[config.mk]
export PLATFORM = sky130hd
export DESIGN_NAME = sscl_start_stop
export DESIGN_NICKNAME = d
export VERILOG_FILES = /design/src/sscl_sync_edge.v /design/src/sscl_wb_regs.v /design/src/sscl_start_stop.v
export VERILOG_INCLUDE_DIRS = /design/src
export SDC_FILE = /design/constraint.sdc
export NUM_CORES = 1
export LEC_CHECK = 0
export BUFFER_PORTS_ARGS = -buffer_cell sky130_fd_sc_hd__clkbuf_2
export CAP_MARGIN = 0
export CORE_MARGIN = 2
export CORE_UTILIZATION = 45
export DETAILED_ROUTE_END_ITERATION = 6
export GPL_TIMING_DRIVEN = 1
export SYNTH_ARGS = -nofsm -noshare
export SYNTH_HDL_FRONTEND = slang
export SYNTH_SLANG_ARGS = --single-unit
[constraint.sdc]
create_clock -name clk_i -period 6.2 [get_ports clk_i]
set_input_delay 0.31 -clock clk_i [delete_from_list [all_inputs] [get_ports clk_i]]
set_output_delay 0.31 -clock clk_i [all_outputs]
set_load 0.03 [all_outputs]
[src/sscl_regs.vh]
// Purpose : constants for the start and stop command block
// Assumes : included by the register slave, the command interpreter and the bench
// Notes   : register offsets are byte addresses on a 32-bit classic bus
`ifndef SSCL_REGS_VH
`define SSCL_REGS_VH

// ------------------------------------------------------------
// register offsets
// ------------------------------------------------------------
`define SSCL_CTRL_OFS      8'h00   // control options
`define SSCL_DINSEL_OFS    8'h04   // digital input function codes
`define SSCL_CMD_OFS       8'h08   // network command word
`define SSCL_STAT_OFS      8'h0C   // drive state, read only
`define SSCL_ZSPD_OFS      8'h10   // deceleration step

// ------------------------------------------------------------
// field positions
// ------------------------------------------------------------
`define SSCL_THREE_WIRE_BIT 8      // control options: momentary mode
`define SSCL_CMD_STOP_BIT   0      // command word: ramp stop
`define SSCL_CMD_START_BIT  1      // command word: start / run
`define SSCL_CMD_TLIM_BIT   8      // command word: current-limit halt
`define SSCL_CMD_COAST_BIT  9      // command word: coast halt

// ------------------------------------------------------------
// digital input function codes
// ------------------------------------------------------------
`define SSCL_FN_STOP_CF    5'h04   // ramp stop plus fault clear
`define SSCL_FN_START      5'h05   // momentary start
`define SSCL_FN_RUN        5'h07   // maintained run
`define SSCL_FN_STOP       5'h0E   // plain ramp stop
`define SSCL_FN_TLIM       5'h12   // current-limit stop
`define SSCL_FN_COAST      5'h13   // coast stop

// ------------------------------------------------------------
// reset values and full-scale speed
// ------------------------------------------------------------
`define SSCL_CTRL_RST      32'h00000100
`define SSCL_DECEL_RST     16'h0010
`define SSCL_SPD_MAX       16'hFFFF

// ------------------------------------------------------------
// drive states
// ------------------------------------------------------------
`define SSCL_ST_IDLE       3'h0
`define SSCL_ST_RUN        3'h1
`define SSCL_ST_RAMP       3'h2
`define SSCL_ST_TLIM       3'h3

`endif

[src/sscl_sync_edge.v]
// Purpose : two-flop synchroniser with rising-edge pulse per bit
// Assumes : inputs come from outside the clock domain
// Notes   : first flop feeds only the second flop
`default_nettype none

module sscl_sync_edge #(
   parameter W = 6
) (
   // clock and control
   input  wire         clk_i,
   input  wire         rst_i,
   input  wire         ce_i,
   // async inputs
   input  wire [W-1:0] async_i,
   // synchronised level and rising edge
   output wire [W-1:0] level_o,
   output wire [W-1:0] rise_o
);

   reg [W-1:0] meta_reg;   // first stage, read by second only
   reg [W-1:0] sync_reg;   // second stage, safe to use
   reg [W-1:0] prev_reg;   // delayed copy for edge detect

   // ------------------------------------------------------------
   // synchroniser stages
   // ------------------------------------------------------------
   always @(posedge clk_i) begin
      if (rst_i) begin
         meta_reg <= {W{1'b0}};
         sync_reg <= {W{1'b0}};
         prev_reg <= {W{1'b0}};
      end else if (ce_i) begin
         meta_reg <= async_i;
         sync_reg <= meta_reg;
         prev_reg <= sync_reg;
      end
   end

   assign level_o = sync_reg;
   assign rise_o  = sync_reg & ~prev_reg;   // one pulse per held level

endmodule // sscl_sync_edge
`default_nettype wire

[src/sscl_wb_regs.v]
// Purpose : classic wishbone slave holding the block's registers
// Assumes : single-cycle classic transfers, 32-bit data
// Notes   : ack one cycle after the request, dropped next cycle
`default_nettype none
`include "sscl_regs.vh"

module sscl_wb_regs #(
   parameter NDI = 6
) (
   // clock and control
   input  wire             clk_i,
   input  wire             rst_i,
   input  wire             ce_i,
   // wishbone slave
   input  wire             wb_cyc_i,
   input  wire             wb_stb_i,
   input  wire             wb_we_i,
   input  wire [7:0]       wb_adr_i,
   input  wire [3:0]       wb_sel_i,
   input  wire [31:0]      wb_dat_i,
   output reg  [31:0]      wb_dat_o,
   output reg              wb_ack_o,
   output reg              wb_err_o,
   // register contents
   output reg  [31:0]      ctrl_o,
   output reg  [5*NDI-1:0] dinsel_o,
   output reg  [31:0]      cmd_o,
   output reg  [15:0]      decel_o,
   // state to read
   input  wire [31:0]      stat_i
);

   wire req      = wb_cyc_i & wb_stb_i & ~wb_ack_o & ~wb_err_o;  // new request
   wire hit_ctrl = (wb_adr_i == `SSCL_CTRL_OFS);
   wire hit_dsel = (wb_adr_i == `SSCL_DINSEL_OFS);
   wire hit_cmd  = (wb_adr_i == `SSCL_CMD_OFS);
   wire hit_stat = (wb_adr_i == `SSCL_STAT_OFS);
   wire hit_dec  = (wb_adr_i == `SSCL_ZSPD_OFS);
   wire hit_any  = hit_ctrl | hit_dsel | hit_cmd | hit_stat | hit_dec;

   // byte-lane merge of write data into an old word
   function [31:0] merge;
      input [31:0] old;
      input [31:0] nw;
      input [3:0]  sel;
      integer k;
      begin
         merge = old;
         for (k = 0; k < 4; k = k + 1) begin
            if (sel[k]) merge[8*k +: 8] = nw[8*k +: 8];
         end
      end
   endfunction

   wire [31:0] dsel_pad = {{(32-5*NDI){1'b0}}, dinsel_o};
   wire [31:0] dsel_new = merge(dsel_pad, wb_dat_i, wb_sel_i);
   wire [31:0] dec_new  = merge({16'h0000, decel_o}, wb_dat_i, wb_sel_i);

   // ------------------------------------------------------------
   // decode, write and read
   // ------------------------------------------------------------
   always @(posedge clk_i) begin
      if (rst_i) begin
         ctrl_o   <= `SSCL_CTRL_RST;
         dinsel_o <= {(5*NDI){1'b0}};
         cmd_o    <= 32'h00000000;
         decel_o  <= `SSCL_DECEL_RST;
         wb_dat_o <= 32'h00000000;
         wb_ack_o <= 1'b0;
         wb_err_o <= 1'b0;
      end else if (ce_i) begin
         wb_ack_o <= req & hit_any;
         wb_err_o <= req & ~hit_any;    // unmapped address answers err
         if (req & wb_we_i) begin
            if (hit_ctrl) ctrl_o   <= merge(ctrl_o, wb_dat_i, wb_sel_i);
            if (hit_dsel) dinsel_o <= dsel_new[5*NDI-1:0];
            if (hit_cmd)  cmd_o    <= merge(cmd_o, wb_dat_i, wb_sel_i);
            if (hit_dec)  decel_o  <= dec_new[15:0];
         end
         if (req & ~wb_we_i) begin
            case (1'b1)
               hit_ctrl: wb_dat_o <= ctrl_o;
               hit_dsel: wb_dat_o <= dsel_pad;
               hit_cmd:  wb_dat_o <= cmd_o;
               hit_stat: wb_dat_o <= stat_i;
               hit_dec:  wb_dat_o <= {16'h0000, decel_o};
               default:  wb_dat_o <= 32'h00000000;
            endcase
         end
      end
   end

endmodule // sscl_wb_regs
`default_nettype wire

[src/sscl_start_stop.v]
// Purpose : start and stop command interpreter for a motor drive
// Assumes : one clock, synchronous reset, registers over classic wishbone
// Notes   : digital inputs and keypad keys are asynchronous and synchronised
//           speed reference jumps to full scale on a start;
//           acceleration shaping is left to the speed loop
`default_nettype none
`include "sscl_regs.vh"

module sscl_start_stop #(
   parameter NDI = 6                       // number of digital inputs
) (
   // clock, reset, enable
   input  wire         clk_i,
   input  wire         rst_i,
   input  wire         ce_i,
   // wishbone slave
   input  wire         wb_cyc_i,
   input  wire         wb_stb_i,
   input  wire         wb_we_i,
   input  wire [7:0]   wb_adr_i,
   input  wire [3:0]   wb_sel_i,
   input  wire [31:0]  wb_dat_i,
   output wire [31:0]  wb_dat_o,
   output wire         wb_ack_o,
   output wire         wb_err_o,
   // digital inputs and keypad keys (asynchronous)
   input  wire [NDI-1:0] dig_in_i,
   input  wire         key_start_i,
   input  wire         key_stop_i,
   // drive outputs
   output reg          run_o,             // output stage enabled
   output reg  [15:0]  speed_ref_o,       // speed reference, ramped only in a ramp stop
   output reg  [2:0]   stop_kind_o,       // active stop: coast, tlim, ramp
   output reg          fault_clear_o      // one-cycle fault clear pulse
);

   // ------------------------------------------------------------
   // registers and synchronisers
   // ------------------------------------------------------------
   wire [31:0]      ctrl;                 // control options
   wire [5*NDI-1:0] dinsel;               // 5-bit code per input
   wire [31:0]      cmd;                  // network command word
   wire [15:0]      decel;                // speed step per cycle
   wire [31:0]      stat;                 // state readback
   wire [NDI+1:0]   lvl;                  // synchronised levels
   wire [NDI+1:0]   rise;                 // rising edges

   // control, input codes, command word and ramp step;
   // each request answered one cycle later
   sscl_wb_regs #(.NDI(NDI)) u_regs (
      .clk_i    (clk_i),
      .rst_i    (rst_i),
      .ce_i     (ce_i),
      .wb_cyc_i (wb_cyc_i),
      .wb_stb_i (wb_stb_i),
      .wb_we_i  (wb_we_i),
      .wb_adr_i (wb_adr_i),
      .wb_sel_i (wb_sel_i),
      .wb_dat_i (wb_dat_i),
      .wb_dat_o (wb_dat_o),
      .wb_ack_o (wb_ack_o),
      .wb_err_o (wb_err_o),
      .ctrl_o   (ctrl),
      .dinsel_o (dinsel),
      .cmd_o    (cmd),
      .decel_o  (decel),
      .stat_i   (stat)
   );

   // pins cross in through two flops before any logic sees them
   sscl_sync_edge #(.W(NDI+2)) u_sync (
      .clk_i   (clk_i),
      .rst_i   (rst_i),
      .ce_i    (ce_i),
      .async_i ({key_stop_i, key_start_i, dig_in_i}),
      .level_o (lvl),
      .rise_o  (rise)
   );

   // mode bit: 1 momentary starts and stops,
   // 0 one maintained run level
   wire three_wire_select = ctrl[`SSCL_THREE_WIRE_BIT];

   // ------------------------------------------------------------
   // digital input decode, one slice per input
   // ------------------------------------------------------------
   wire [NDI-1:0] di_stop_cf;             // stop with fault clear, edge
   wire [NDI-1:0] di_stop;                // plain ramp stop, edge
   wire [NDI-1:0] di_start;               // momentary start, edge
   wire [NDI-1:0] di_run;                 // maintained run, level
   wire [NDI-1:0] di_coast;               // coast stop, edge
   wire [NDI-1:0] di_tlim;                // current-limit stop, edge

   // each input owns a 5-bit function code;
   // an unused code has no effect on the drive
   // stops act on edges, so a held stop input
   // only blocks a start in its own edge cycle
   genvar g;
   generate
      for (g = 0; g < NDI; g = g + 1) begin : g_di
         wire [4:0] fn = dinsel[5*g +: 5];
         assign di_stop_cf[g] = rise[g] & (fn == `SSCL_FN_STOP_CF);
         assign di_stop[g]    = rise[g] & (fn == `SSCL_FN_STOP);
         assign di_start[g]   = rise[g] & (fn == `SSCL_FN_START);
         assign di_run[g]     = lvl[g]  & (fn == `SSCL_FN_RUN);
         assign di_coast[g]   = rise[g] & (fn == `SSCL_FN_COAST);
         assign di_tlim[g]    = rise[g] & (fn == `SSCL_FN_TLIM);
      end
   endgenerate

   // ------------------------------------------------------------
   // command word edge detection
   // ------------------------------------------------------------
   reg [3:0] cmd_prev_reg;                // last sampled command bits
   wire [3:0] cmd_now = {cmd[`SSCL_CMD_COAST_BIT], cmd[`SSCL_CMD_TLIM_BIT],
                         cmd[`SSCL_CMD_START_BIT], cmd[`SSCL_CMD_STOP_BIT]};
   wire [3:0] cmd_rise = cmd_now & ~cmd_prev_reg;

   // last command bits; reset value matches the
   // cleared command word, so no false edge
   always @(posedge clk_i) begin
      if (rst_i)
         cmd_prev_reg <= 4'h0;
      else if (ce_i)
         cmd_prev_reg <= cmd_now;
   end

   // named views of the edges and levels used below
   wire net_stop_p  = cmd_rise[0];
   wire net_start_p = cmd_rise[1];
   wire net_tlim_p  = cmd_rise[2];
   wire net_coast_p = cmd_rise[3];
   wire net_run_lvl = cmd_now[1];
   wire key_start_p = rise[NDI];
   wire key_stop_p  = rise[NDI+1];

   // ------------------------------------------------------------
   // request gathering per mode
   // ------------------------------------------------------------
   // an edge counts once: a held command bit cannot restart after a network halt
   wire coast_req = |di_coast | net_coast_p;
   wire tlim_req  = |di_tlim  | net_tlim_p;
   wire clr_req   = |di_stop_cf;
   reg  ramp_req;                                            // any ramp stop
   reg  start_req;                                           // momentary start
   reg  run_lvl;                                             // maintained run

   // network halts in maintained mode latch until bit 1 re-rises
   reg net_block_reg;

   // gather what the mode allows: coast and
   // current-limit are mode free, ramp and
   // start depend on the mode bit
   always @* begin
      ramp_req  = |di_stop | |di_stop_cf;
      start_req = 1'b0;
      run_lvl   = 1'b0;
      if (three_wire_select) begin
         // momentary: keypad stop always ramps
         ramp_req  = ramp_req | net_stop_p | key_stop_p;
         start_req = |di_start | net_start_p | key_start_p;
      end else begin
         // maintained: keypad start has no effect here
         run_lvl = |di_run | (net_run_lvl & ~net_block_reg);
         ramp_req = ramp_req | key_stop_p;
      end
   end

   // block flag: a network halt in maintained mode
   // keeps the held run bit from restarting;
   // set wins when a halt and a fresh edge meet
   always @(posedge clk_i) begin
      if (rst_i)
         net_block_reg <= 1'b0;
      else if (ce_i) begin
         if (!three_wire_select && (net_coast_p || net_tlim_p))
            net_block_reg <= 1'b1;
         else if (net_start_p)
            net_block_reg <= 1'b0;
      end
   end

   // ------------------------------------------------------------
   // drive state machine
   // ------------------------------------------------------------
   // idle with output stage off, run at full
   // reference, ramp down, current-limit halt
   localparam ST_IDLE = `SSCL_ST_IDLE;
   localparam ST_RUN  = `SSCL_ST_RUN;
   localparam ST_RAMP = `SSCL_ST_RAMP;
   localparam ST_TLIM = `SSCL_ST_TLIM;

   reg [2:0]  state_reg;                  // current drive state
   reg [2:0]  state_next;
   reg [15:0] spd_next;
   reg        run_was_reg;                // maintained level last cycle

   // a maintained run level that drops ramps
   wire maint_fall = ~three_wire_select & run_was_reg & ~run_lvl;

   // ramp step from the register, once per cycle
   // deceleration clamped at zero
   wire [15:0] spd_dec  = (speed_ref_o > decel) ? (speed_ref_o - decel) : 16'h0000;
   // current-limit stop drops the reference straight to zero
   wire        go_run   = three_wire_select ? start_req : run_lvl;

   // next state and reference; the order of the
   // tests is the stop priority: coast over
   // current limit over ramp
   // a start in the same cycle as any stop is
   // dropped, the safer reading of a collision
   always @* begin
      state_next = state_reg;
      spd_next   = speed_ref_o;
      case (state_reg)
         ST_IDLE: begin
            // start only from rest, with no stop pending
            if (go_run && !coast_req && !tlim_req && !ramp_req) begin
               state_next = ST_RUN;
               spd_next   = `SSCL_SPD_MAX;
            end
         end
         // a stronger stop cuts any active state short
         ST_RUN, ST_RAMP, ST_TLIM: begin
            if (coast_req) begin
               state_next = ST_IDLE;
               spd_next   = 16'h0000;
            end else if (tlim_req || state_reg == ST_TLIM) begin
               state_next = ST_TLIM;
               spd_next   = 16'h0000;
               // reference already zero: off next cycle
               if (state_reg == ST_TLIM)
                  state_next = ST_IDLE;
            end else if (ramp_req || maint_fall || state_reg == ST_RAMP) begin
               state_next = ST_RAMP;
               spd_next   = spd_dec;
               // reference reached zero: stage off
               if (spd_dec == 16'h0000)
                  state_next = ST_IDLE;
            end
         end
         default: begin
            state_next = ST_IDLE;
            spd_next   = 16'h0000;
         end
      endcase
   end

   // ------------------------------------------------------------
   // state and output registers
   // ------------------------------------------------------------
   // outputs straight from flip-flops; run_o follows
   // the next state, so it drops as the stop ends
   // a low clock enable holds every register,
   // synchronisers and bus slave included
   always @(posedge clk_i) begin
      if (rst_i) begin
         state_reg     <= ST_IDLE;
         speed_ref_o   <= 16'h0000;
         run_o         <= 1'b0;
         stop_kind_o   <= 3'h0;
         fault_clear_o <= 1'b0;
         run_was_reg   <= 1'b0;
      end else if (ce_i) begin
         state_reg     <= state_next;
         speed_ref_o   <= spd_next;
         run_o         <= (state_next != ST_IDLE);
         stop_kind_o   <= {state_next == ST_IDLE && coast_req,
                           state_next == ST_TLIM,
                           state_next == ST_RAMP};
         fault_clear_o <= clr_req;
         run_was_reg   <= run_lvl;
      end
   end

   // readback: state, run, mode, block flag and
   // the upper speed byte, enough to watch a ramp
   // without widening the word
   assign stat = {16'h0000, speed_ref_o[15:8], 2'b00, net_block_reg,
                  three_wire_select, run_o, state_reg};

endmodule // sscl_start_stop
`default_nettype wire

==> summary.txt, run 1 <==
STA
  • Actual slew at the worst max-slew pin: 1090 ps
  • Setup TNS: 0 ps
  • Fmax: 293 MHz
  • Post-layout min period: 3410 ps
  • Final setup viols: 0
  • Slew Limit Fails: 0
  • Worst Skew: 17.6 ps
  • Slew headroom: 0.270
  • Unrepaired setup endpoints after global routing: false
  • Post-route clock period utilization: 0.550
  • Fin. Hold Viols: 0

Run status
  • Status: finished, violations left
  • Failing checks: DRC

GRT
  • Antenna violations before repair: 0
  • First-pass GRT wire length: 43900 µm
  • Largest net degree at the start of global routing: 105
  • Vias in the first global route: 7883
  • GR Util All Layers: 0.246
  • Congestion Overflow GR: 0

Synthesis
  • Area leader, netlist: dfxtp_1
  • Mean post-synth cell area: 8.61 µm²
  • Top post-synthesis cells by area: dfxtp_1, mux2i_1, nor2_1, a21oi_1, o21ai_0
  • FF+latch count, synth: 198
  • Yosys warning count: 0
  • Ys async rst share: 0
  • Post-synth EDFFs: 0
  • Synth top area share: 0.406
  • Mapped cell area: 9770 µm²
  • Main synth FF type: dfxtp_1
  • Post-synthesis cell count: 1135
  • Post-synthesis sequential area ratio: 0.406
  • Yosys cell types: 89
  • Syn Nets: 1210

Detailed routing
  • Via count: 8630
  • DRT Wirelength: 27400 µm
  • 1st-iter DRT viols: 699
  • Drt drc: 16
  • Post-detailed-route via-to-cell ratio: 5.77
  • Drt first pass iters: 7
  • Post-DRT Antenna Nets: 0
  • WL per Instance: 18.3 µm

Placement
  • Placed Cells: 1463
  • # port buffers: 112
  • Dpl hpwl: 19500 µm
  • Placer Congestion: 0.864

Power
  • Switching pwr: 827 µW
  • Combinational power share: 0.133
  • Power Density: 254 nW/µm²
  • Clock share of power: 0.400
  • Sw Share: 0.295
  • Worst vdd ir: 0.175 mV
  • Power Internal: 1980 µW
  • Part of the power in registers: 0.468
  • P_leak: 0.00404 µW

CTS
  • Clock Sinks: 198
  • Post_cts resized: 0
  • CTS Root Cell: clkbuf_16
  • # Post-CTS Setup Buffers: 0
  • Inserted Clock Buffers: 17
  • CTS H-Tree Depth: 4
  • Worst skew pair latency: 450 ps
  • CTS tree: built
  • Hold_buf cts: 0
  • Clock Path Buffers: 2
  • Clock-pin slew on the worst setup and hold paths: 80 ps

Flow run
  • Max-Cap Viols: 0

Critical path
  • Crit path capture type: flop
  • Crit Path Class: reg -> reg
  • Worst r2r path cells: 8
  • WP data required: 6480 ps
  • Crit path DAT: 3700 ps
  • Worst-path fanout max: 17
  • Startpoint types: flop

Layout
  • Top flop regs: u_regs.cmd_o: 32 flops, u_regs.ctrl_o: 32 flops, u_regs.wb_dat_o: 32 flops
  • Fin util: 0.522
  • Most frequent cells in the layout: dfxtp_1, nor2_1, clkbuf_2
  • Commonest non-fill, non-tap cell in the layout: dfxtp_1
  • Post-Layout Cell Count: 1495
  • Layout Nets: 1282
  • Layout area overhead: 12.9%
  • Ant diodes: 0
  • # fillers: 2070
  • Share of layout cells above drive strength 1: 0.157

Die
  • Die area: 22900 µm²
  • Rows: 53
  • Starting Density: 0.462
  • I/O pin total: 113
  • Chip width: 151 µm
  • DIE HEIGHT: 151 µm
  • Core Footprint: 21200 µm²

Hold path
  • Hold Path Class: in -> reg
  • Hold Crit Depth: 3
power groups by stage:
stage	clock [µW]	sequential, µW	combinational (µW)
after floorplan	0	1360	236
after global placement	0	1340	370
after detailed placement	0	1340	369
after CTS	1140	1310	371
after global routing	1200	1310	413
final	1120	1310	372
synthesized netlist by cell type, drive strengths merged, types with 5 or more instances:
library cell	n
o22ai	5
clkbuf	47
a21oi	77
nand2b	15
nor4	8
o21ai	76
nand2	77
dfxtp	198
xnor2	7
ha	16
nand3b	6
nor2	200
nor2b	22
a221oi	15
mux2i	105
a222oi	14
nor3	40
a311oi	6
nor4b	6
buf	19
nand4	9
inv	33
a211oi	32
o2111ai	6
nand3	13
stage by stage:
| stage | hold WS (ps) | total power (µW) | area, µm² | setup WS, ps |
|---|---|---|---|---|
| CTS | 81.8 | 2830 | 11000 | 2900 |
| detailed placement | 466 | 1710 | 10400 | 2590 |
| global placement | 460 | 1710 | 10400 | 2650 |
| finish | 94.1 | 2800 | 11000 | 2790 |
| floorplan | 428 | 1600 | 9770 | 3140 |
| global route | 87.2 | 2920 | 11000 | 2580 |
logic make-up (layout without fill, tap and decap cells):
kind of cell | Yosys count | after routing | share of synthesized area
AND/OR/NAND/NOR | 432 | 432 | 0.224
AO/OA/AOI/OAI | 274 | 274 | 0.188
flip-flops | 198 | 198 | 0.406
multiplexers | 105 | 105 | 0.108
buffers and inverters | 99 | 184 | 0.0440
adder cells (fa/ha/maj) | 17 | 17 | 0.0225
XOR/XNOR | 10 | 10 | 0.00896
worst max-delay path, cell delays in order (launching register included):
cell and delay, ps:
dfxtp_1 490, nor4bb_1 110, nor3b_1 160, a2111oi_0 590
o211a_1 460, nand2_1 170, o21ai_2 690, and2_1 440
a311oi_2 150
path summary, 6_finish.rpt:
check                startpoint                 end  slack, ps
max          u_regs.dinsel_o[3]     speed_ref_o[13]       2790
min                 dig_in_i[1]  u_sync.meta_reg[1]         90
max reg2reg  u_regs.dinsel_o[3]     speed_ref_o[13]       2790
min reg2reg     u_regs.cmd_o[3]     u_regs.cmd_o[3]        480
layout make-up:
cell class / instances / area (µm²) / share of cell area
flip-flops and latches: 198 / 3960 / 0.359
inverters: 33 / 124 / 0.0112
clock inverters: 14 / 154 / 0.0139
multi-input cells: 838 / 5390 / 0.489
repair buffers: 119 / 619 / 0.0561
well taps: 275 / 344 / 0.0312
clock buffers: 18 / 439 / 0.0398
routing by layer:
metal	GRT usage	routed length (µm)
met2	0.371	12200
met1	0.364	13500
met3	0.0325	1330
met5	0	0
met4	0.0710	382
(Power assumes the default switching activity.)
==> inputs of run 2 (changes only) <==
Clock period 6.2 ns to 3.4 ns, I/O delays scaled along.
==> run 2 against run 1 <==
Compared with the run above:
- the run now ends clean
- critical path type unchanged
- flip-flop and latch count unchanged
- non-clock buffer count is 37 higher
- clock-buffer cell count is 3 higher
- largest power group unchanged
- critical path depth up 3
- global-route usage rose by 0.80 points
- first-iteration DRC count down 5.9%
- final cell count is 2.5% higher
- critical endpoint is now run_o
- register-to-register slack worse by 2600 ps
- clock skew down 7.0 ps
==> summary.txt, run 2 (synthesis gave the netlist of run 1 again) <==
STA
  • Fmax: 308 MHz
  • Final setup viols: 0
  • Post-layout min period: 3240 ps
  • Worst Skew: 10.6 ps
  • Slew Limit Fails: 0
  • Slew headroom: 0.445
  • Actual slew at the worst max-slew pin: 833 ps
  • Setup TNS: 0 ps
  • Final hold slack: 22.1 ps
  • Post-route clock period utilization: 0.954
  • Fin. Hold Viols: 0

Layout
  • Layout Nets: 1319
  • Layout area overhead: 17.1%
  • Register area: 3960 µm²
  • Ant diodes: 0
  • Commonest non-fill, non-tap cell in the layout: dfxtp_1
  • Most frequent cells in the layout: dfxtp_1, nor2_1, clkbuf_2
  • # fillers: 2007
  • Share of layout cells above drive strength 1: 0.161
  • Area of the multi-input gates: 5410 µm²
  • Top flop regs: u_regs.cmd_o: 32 flops, u_regs.ctrl_o: 32 flops, u_regs.wb_dat_o: 32 flops
  • Post-Layout Cell Count: 1532
  • Fin util: 0.541

Placement
  • # port buffers: 112
  • Dpl hpwl: 20100 µm
  • Placed Cells: 1474
  • Placer Congestion: 0.893

Critical path
  • Crit path capture type: flop
  • WP buf/inv: 1
  • CP max-delay cell: a2111oi_4
  • Crit-path cells: inv_1, ha_1, fa_1, nand2b_1, a21oi_4, o21a_1, o311ai_0, a2111oi_1, nand4_1, a2111oi_4, o32ai_1
  • Stages on worst setup path: 11
  • Crit path DAT: 3530 ps
  • Crit Path Class: reg -> reg
  • CP delay by family, top: compound AO/OA/AOI/OAI gates
  • Crit path largest cell delay: 460 ps
  • Worst r2r path cells: 11
  • Worst-path fanout max: 6
  • WP data required: 3690 ps
  • Startpoint types: flop

Detailed routing
  • DRT Wirelength: 28700 µm
  • WL per Instance: 18.7 µm
  • 1st-iter DRT viols: 658
  • Drt first pass iters: 5
  • Post-DRT Antenna Nets: 0
  • Drt drc: 0
  • Post-detailed-route via-to-cell ratio: 5.76
  • Via count: 8818

CTS
  • Clock Sinks: 198
  • CTS tree: built
  • CTS H-Tree Depth: 4
  • Clock-pin slew on the worst setup and hold paths: 70 ps
  • Clock Path Buffers: 2
  • # Post-CTS Setup Buffers: 0
  • Inserted Clock Buffers: 17
  • Worst skew pair latency: 440 ps
  • CTS Root Cell: clkbuf_16

Die
  • Core Footprint: 21200 µm²
  • Die area: 22900 µm²
  • Starting Density: 0.462
  • Chip width: 151 µm
  • I/O pin total: 113
  • DIE HEIGHT: 151 µm
  • Rows: 53

GRT
  • Largest net degree at the start of global routing: 96
  • Antenna violations before repair: 0
  • Vias in the first global route: 8169
  • GR Util All Layers: 0.254
  • First-pass GRT wire length: 45300 µm
  • Congestion Overflow GR: 0

Run status
  • Status: completed

Power
  • Worst vdd ir: 0.311 mV
  • P_leak: 0.00422 µW
  • Power Density: 456 nW/µm²

Hold path
  • Hold Path Class: in -> reg
  • Hold Crit Depth: 3

Flow run
  • Max-Cap Viols: 0
==> run 2: cell count changes in the layout (fill, tap and decap cells not counted), moves of 2 or more <==
cell / previous run / this run
clkinvlp_4: 0 / 2
clkbuf_8: 1 / 3
buf_4: 7 / 16
inv_6: 6 / 2
dlygate4sd3_1: 0 / 26
clkinv_8: 3 / 1
buf_12: 0 / 2
bufinv_16: 0 / 2
==> run 2: path summary, 6_finish.rpt <==
kind	to	slack, ps	startpoint
setup / recovery	run_o	160	speed_ref_o[0]
hold / removal	u_regs.cmd_o[3]	20	wb_dat_i[3]
setup reg to reg	run_o	160	speed_ref_o[0]
hold reg to reg	u_regs.cmd_o[2]	470	u_regs.cmd_o[2]
==> run 2: what timing repair did <==
item	in CTS	in global routing
hold buffers	26	0
hold endpoints to repair	29	0
gates resized for setup	0	2
setup endpoints to repair	0	3
==> run 2: area by class of cell <==
class	count	share of cell area
Multi-Input combinational cell	838	0.473
Clock inverter	11	0.0124
Clock buffer	21	0.0411
Inverter	33	0.0108
Tap cell	275	0.0301
Sequential cell	198	0.346
Timing Repair Buffer	156	0.0863
==> run 2: metal layers <==
layer / global-route usage / wire [µm] / vias up
met5: 0 / 0 / -
met4: 0.0720 / 508 / 0
met3: 0.0413 / 1480 / 29
met2: 0.393 / 12800 / 256
met1: 0.364 / 13800 / 4214
li1: - / - / 4319
==> run 2: tightest hold or removal path, cell delays in order <==
cell and delay (ps):
clkbuf_2 120, nand2_1 60, a21oi_1 50
==> run 2: power breakdown <==
part	total, µW	switching (µW)	internal [µW]
Combinational	731	465	266
Sequential	2390	33.2	2360
Clock	2100	940	1160
Total	5220	1440	3790
==> run 2: through the flow <==
step                      setup WS (ps)  cell area [µm²]  total power, µW
after floorplan                     337             9770             2920
after global placement              216            10600             3140
after detailed placement           54.9            10600             3130
after CTS                          27.0            11400             5250
after global routing              -22.4            11400             5430
final                               158            11400             5220
==> inputs of run 3 (changes only) <==
--- a/config.mk
+++ b/config.mk
@@ -8,2 +8,3 @@
 export LEC_CHECK = 0
+export ABC_AREA = 1
 export BUFFER_PORTS_ARGS = -buffer_cell sky130_fd_sc_hd__clkbuf_2
==> constraint.sdc (replaced) <==
create_clock -name clk_i -period 3.4 [get_ports clk_i]
set_input_delay 0.51 -clock clk_i [delete_from_list [all_inputs] [get_ports clk_i]]
set_output_delay 0.51 -clock clk_i [all_outputs]
set_load 0.03 [all_outputs]
==> run 3 against run 2 <==
Compared with the run above:
- synthesized area decreased by 2.0%
- die area decreased by 2.0%
- sequential share of layout area increased by 1.4 points
- fmax increased by 16%
- final area decreased by 3.8%
==> summary.txt, run 3 <==
STA
  • Worst Skew: 12.4 ps
  • Setup TNS: 0 ps
  • Slew Limit Fails: 0
  • Fmax: 356 MHz
  • Post-layout min period: 2810 ps
  • Actual slew at the worst max-slew pin: 869 ps
  • Slew headroom: 0.406
  • Unrepaired setup endpoints after global routing: false
  • Fin. Hold Viols: 0
  • Final setup viols: 0
  • Post-route clock period utilization: 0.826

Critical path
  • Worst-path fanout max: 11
  • R2r endpoint: stop_kind_o[1]
  • Cell mode on critical path: nand2_1
  • Startpoint types: flop
  • Crit Path Class: reg -> reg
  • WP data required: 3770 ps
  • Crit-path cells: inv_1, ha_1, fa_1, inv_1, nand3_1, nand3_1, nand2_1, nand2_1, nand2_1, a21boi_2, buf_4, nand2_1, nor2_1, nor2_1, nand3_1, nand2_1, nand2_1, nand2_1, o21ai_0
  • Crit path largest cell delay: 410 ps
  • Crit path capture type: flop
  • CP max-delay cell: fa_1
  • Crit path DAT: 3180 ps
  • Worst flop-to-flop path startpoint: speed_ref_o[0]
  • WP buf/inv: 3
  • Worst r2r path cells: 19
  • R2R setup slack: 590 ps
  • CP delay by family, top: simple AND/OR/NAND/NOR gates

Layout
  • # fillers: 2192
  • Register area: 3960 µm²
  • Commonest non-fill, non-tap cell in the layout: nand2_1
  • Top flop regs: u_regs.cmd_o: 32 flops, u_regs.ctrl_o: 32 flops, u_regs.wb_dat_o: 32 flops
  • Layout Nets: 1563
  • Ant diodes: 0
  • Final instance area: 11000 µm²
  • Share of layout cells above drive strength 1: 0.126
  • Area of the multi-input gates: 4660 µm²
  • Most frequent cells in the layout: nand2_1, dfxtp_1, a21oi_1
  • Layout area overhead: 15.0%

Die
  • DIE HEIGHT: 150 µm
  • Chip width: 150 µm
  • I/O pin total: 113
  • Die area: 22500 µm²
  • Starting Density: 0.457
  • Core Footprint: 21000 µm²
  • Rows: 53

Detailed routing
  • Post-DRT Antenna Nets: 0
  • WL per Instance: 17.1 µm
  • Drt drc: 0
  • Via count: 9520
  • DRT Wirelength: 30400 µm
  • Post-detailed-route via-to-cell ratio: 5.36
  • 1st-iter DRT viols: 802
  • Drt first pass iters: 5

CTS
  • Clock Path Buffers: 2
  • CTS Root Cell: clkbuf_16
  • Post_cts resized: 0
  • Clock-pin slew on the worst setup and hold paths: 80 ps
  • Clock Sinks: 198
  • Inserted Clock Buffers: 17
  • CTS H-Tree Depth: 4
  • Hold_buf cts: 0
  • CTS tree: built
  • Worst skew pair latency: 440 ps
  • # Post-CTS Setup Buffers: 0

Synthesis
  • Mean post-synth cell area: 6.86 µm²
  • Synth cell count leaders: nand2_1, dfxtp_1, a21oi_1
  • Synth top area share: 0.414
  • Mapped cell area: 9570 µm²
  • Post-synthesis cell count: 1395
  • Main combinational cell family by area after synthesis: compound AO/OA/AOI/OAI gates
  • Top post-synthesis cells by area: dfxtp_1, nand2_1, a21oi_1, o21ai_0, inv_1
  • Main synth FF type: dfxtp_1
  • Syn Nets: 1470
  • FF+latch count, synth: 198
  • Post-synth EDFFs: 0
  • Multiplexer share of the synthesized area: 0
  • Adder-cell share of the synthesized area: 0.0230
  • Yosys cell types: 42
  • Area leader, netlist: dfxtp_1
  • Xor/xnor share of the synthesized area: 0.00640
  • Most common cell in the netlist: nand2_1
  • Simple-Gate Fraction of Synth Area: 0.225
  • Post-synthesis sequential area ratio: 0.414
  • Compound-gate portion of the synthesized area: 0.231
  • Ys async rst share: 0
  • Yosys warning count: 0

Hold path
  • Hold_sp: dig_in_i[3]
  • Hold Crit Depth: 3
  • Hold Path Sink: u_sync.meta_reg[3]
  • Hold Path Class: in -> reg

Power
  • Power Internal: 3640 µW
  • Switching pwr: 1660 µW
  • Sw Share: 0.313
  • Worst vdd ir: 0.296 mV
  • P_leak: 0.00462 µW
  • Clock share of power: 0.381
  • Power Density: 481 nW/µm²
  • Combinational power share: 0.164
  • Part of the power in registers: 0.456

GRT
  • Antenna violations before repair: 0
  • Largest net degree at the start of global routing: 83
  • First-pass GRT wire length: 47500 µm
  • Congestion Overflow GR: 0
  • GR Util All Layers: 0.273
  • Vias in the first global route: 8709

Run status
  • Status: completed

Placement
  • # port buffers: 112
  • Placer Congestion: 0.934
  • Dpl hpwl: 22700 µm
  • DP Area: 10400 µm²

Flow run
  • Max-Cap Viols: 0
==> run 3: how the worst max path moves through the flow <==
stage | slack (ps) | cells past startpoint | from | to
2_1_floorplan | 780 | 19 | speed_ref_o[0] | stop_kind_o[1]
6_report | 590 | 19 | speed_ref_o[0] | stop_kind_o[1]
5_1_grt | 290 | 19 | speed_ref_o[0] | stop_kind_o[1]
3_3_place_gp | 620 | 9 | wb_adr_i[7] | u_regs.ctrl_o[11]
3_5_place_dp | 590 | 9 | wb_adr_i[7] | u_regs.ctrl_o[9]
4_1_cts | 590 | 19 | speed_ref_o[0] | stop_kind_o[1]
==> run 3: power groups by stage <==
stage	registers (µW)	clock network (µW)	logic, µW
after floorplan	2510	0	537
after global placement	2460	0	861
after detailed placement	2470	0	859
after CTS	2410	2050	864
after global routing	2420	2140	972
final	2410	2020	866
==> run 3: worst reg2reg max path, delay by kind of cell (launching register included) <==
family / cells / cell delay, ps
adder cells (fa/ha/maj): 2 / 620
AND/OR/NAND/NOR: 12 / 1130
AO/OA/AOI/OAI: 2 / 290
flip-flops: 1 / 350
buffers and inverters: 3 / 340
==> run 3: metal layers <==
layer / share of wire / vias up / track usage
met3: 0.068 / 30 / 0.0503
met5: 0 / - / 0
met4: 0.015 / 0 / 0.0646
li1: - / 4815 / -
met2: 0.45 / 297 / 0.429
met1: 0.47 / 4378 / 0.389
==> run 3: per-stage QoR <==
step                      utilization  setup WS [ps]  total power (µW)  hold WS (ps)  instances
after global routing            0.525            292              5530           299       1776
final                           0.525            593              5290           294       1776
after detailed placement        0.497            588              3320           435       1744
after floorplan                     -            779              3050           423       1395
after global placement          0.497            621              3330           433       1744
after CTS                       0.525            585              5330           288       1776
==> run 3: logic make-up (layout without fill, tap and decap cells) <==
family	count (synthesis)	in the layout
buf+inv	249	355
fa+ha+maj	17	17
flops	198	198
simple gates	504	504
xor+xnor	7	7
compound gates	420	420
==> run 3: layout make-up <==
cell class,count,area share
repair buffers,137,0.0691
flip-flops and latches,198,0.360
well taps,275,0.0313
inverters,186,0.0635
clock inverters,15,0.0143
clock buffers,17,0.0386
multi-input cells,948,0.423
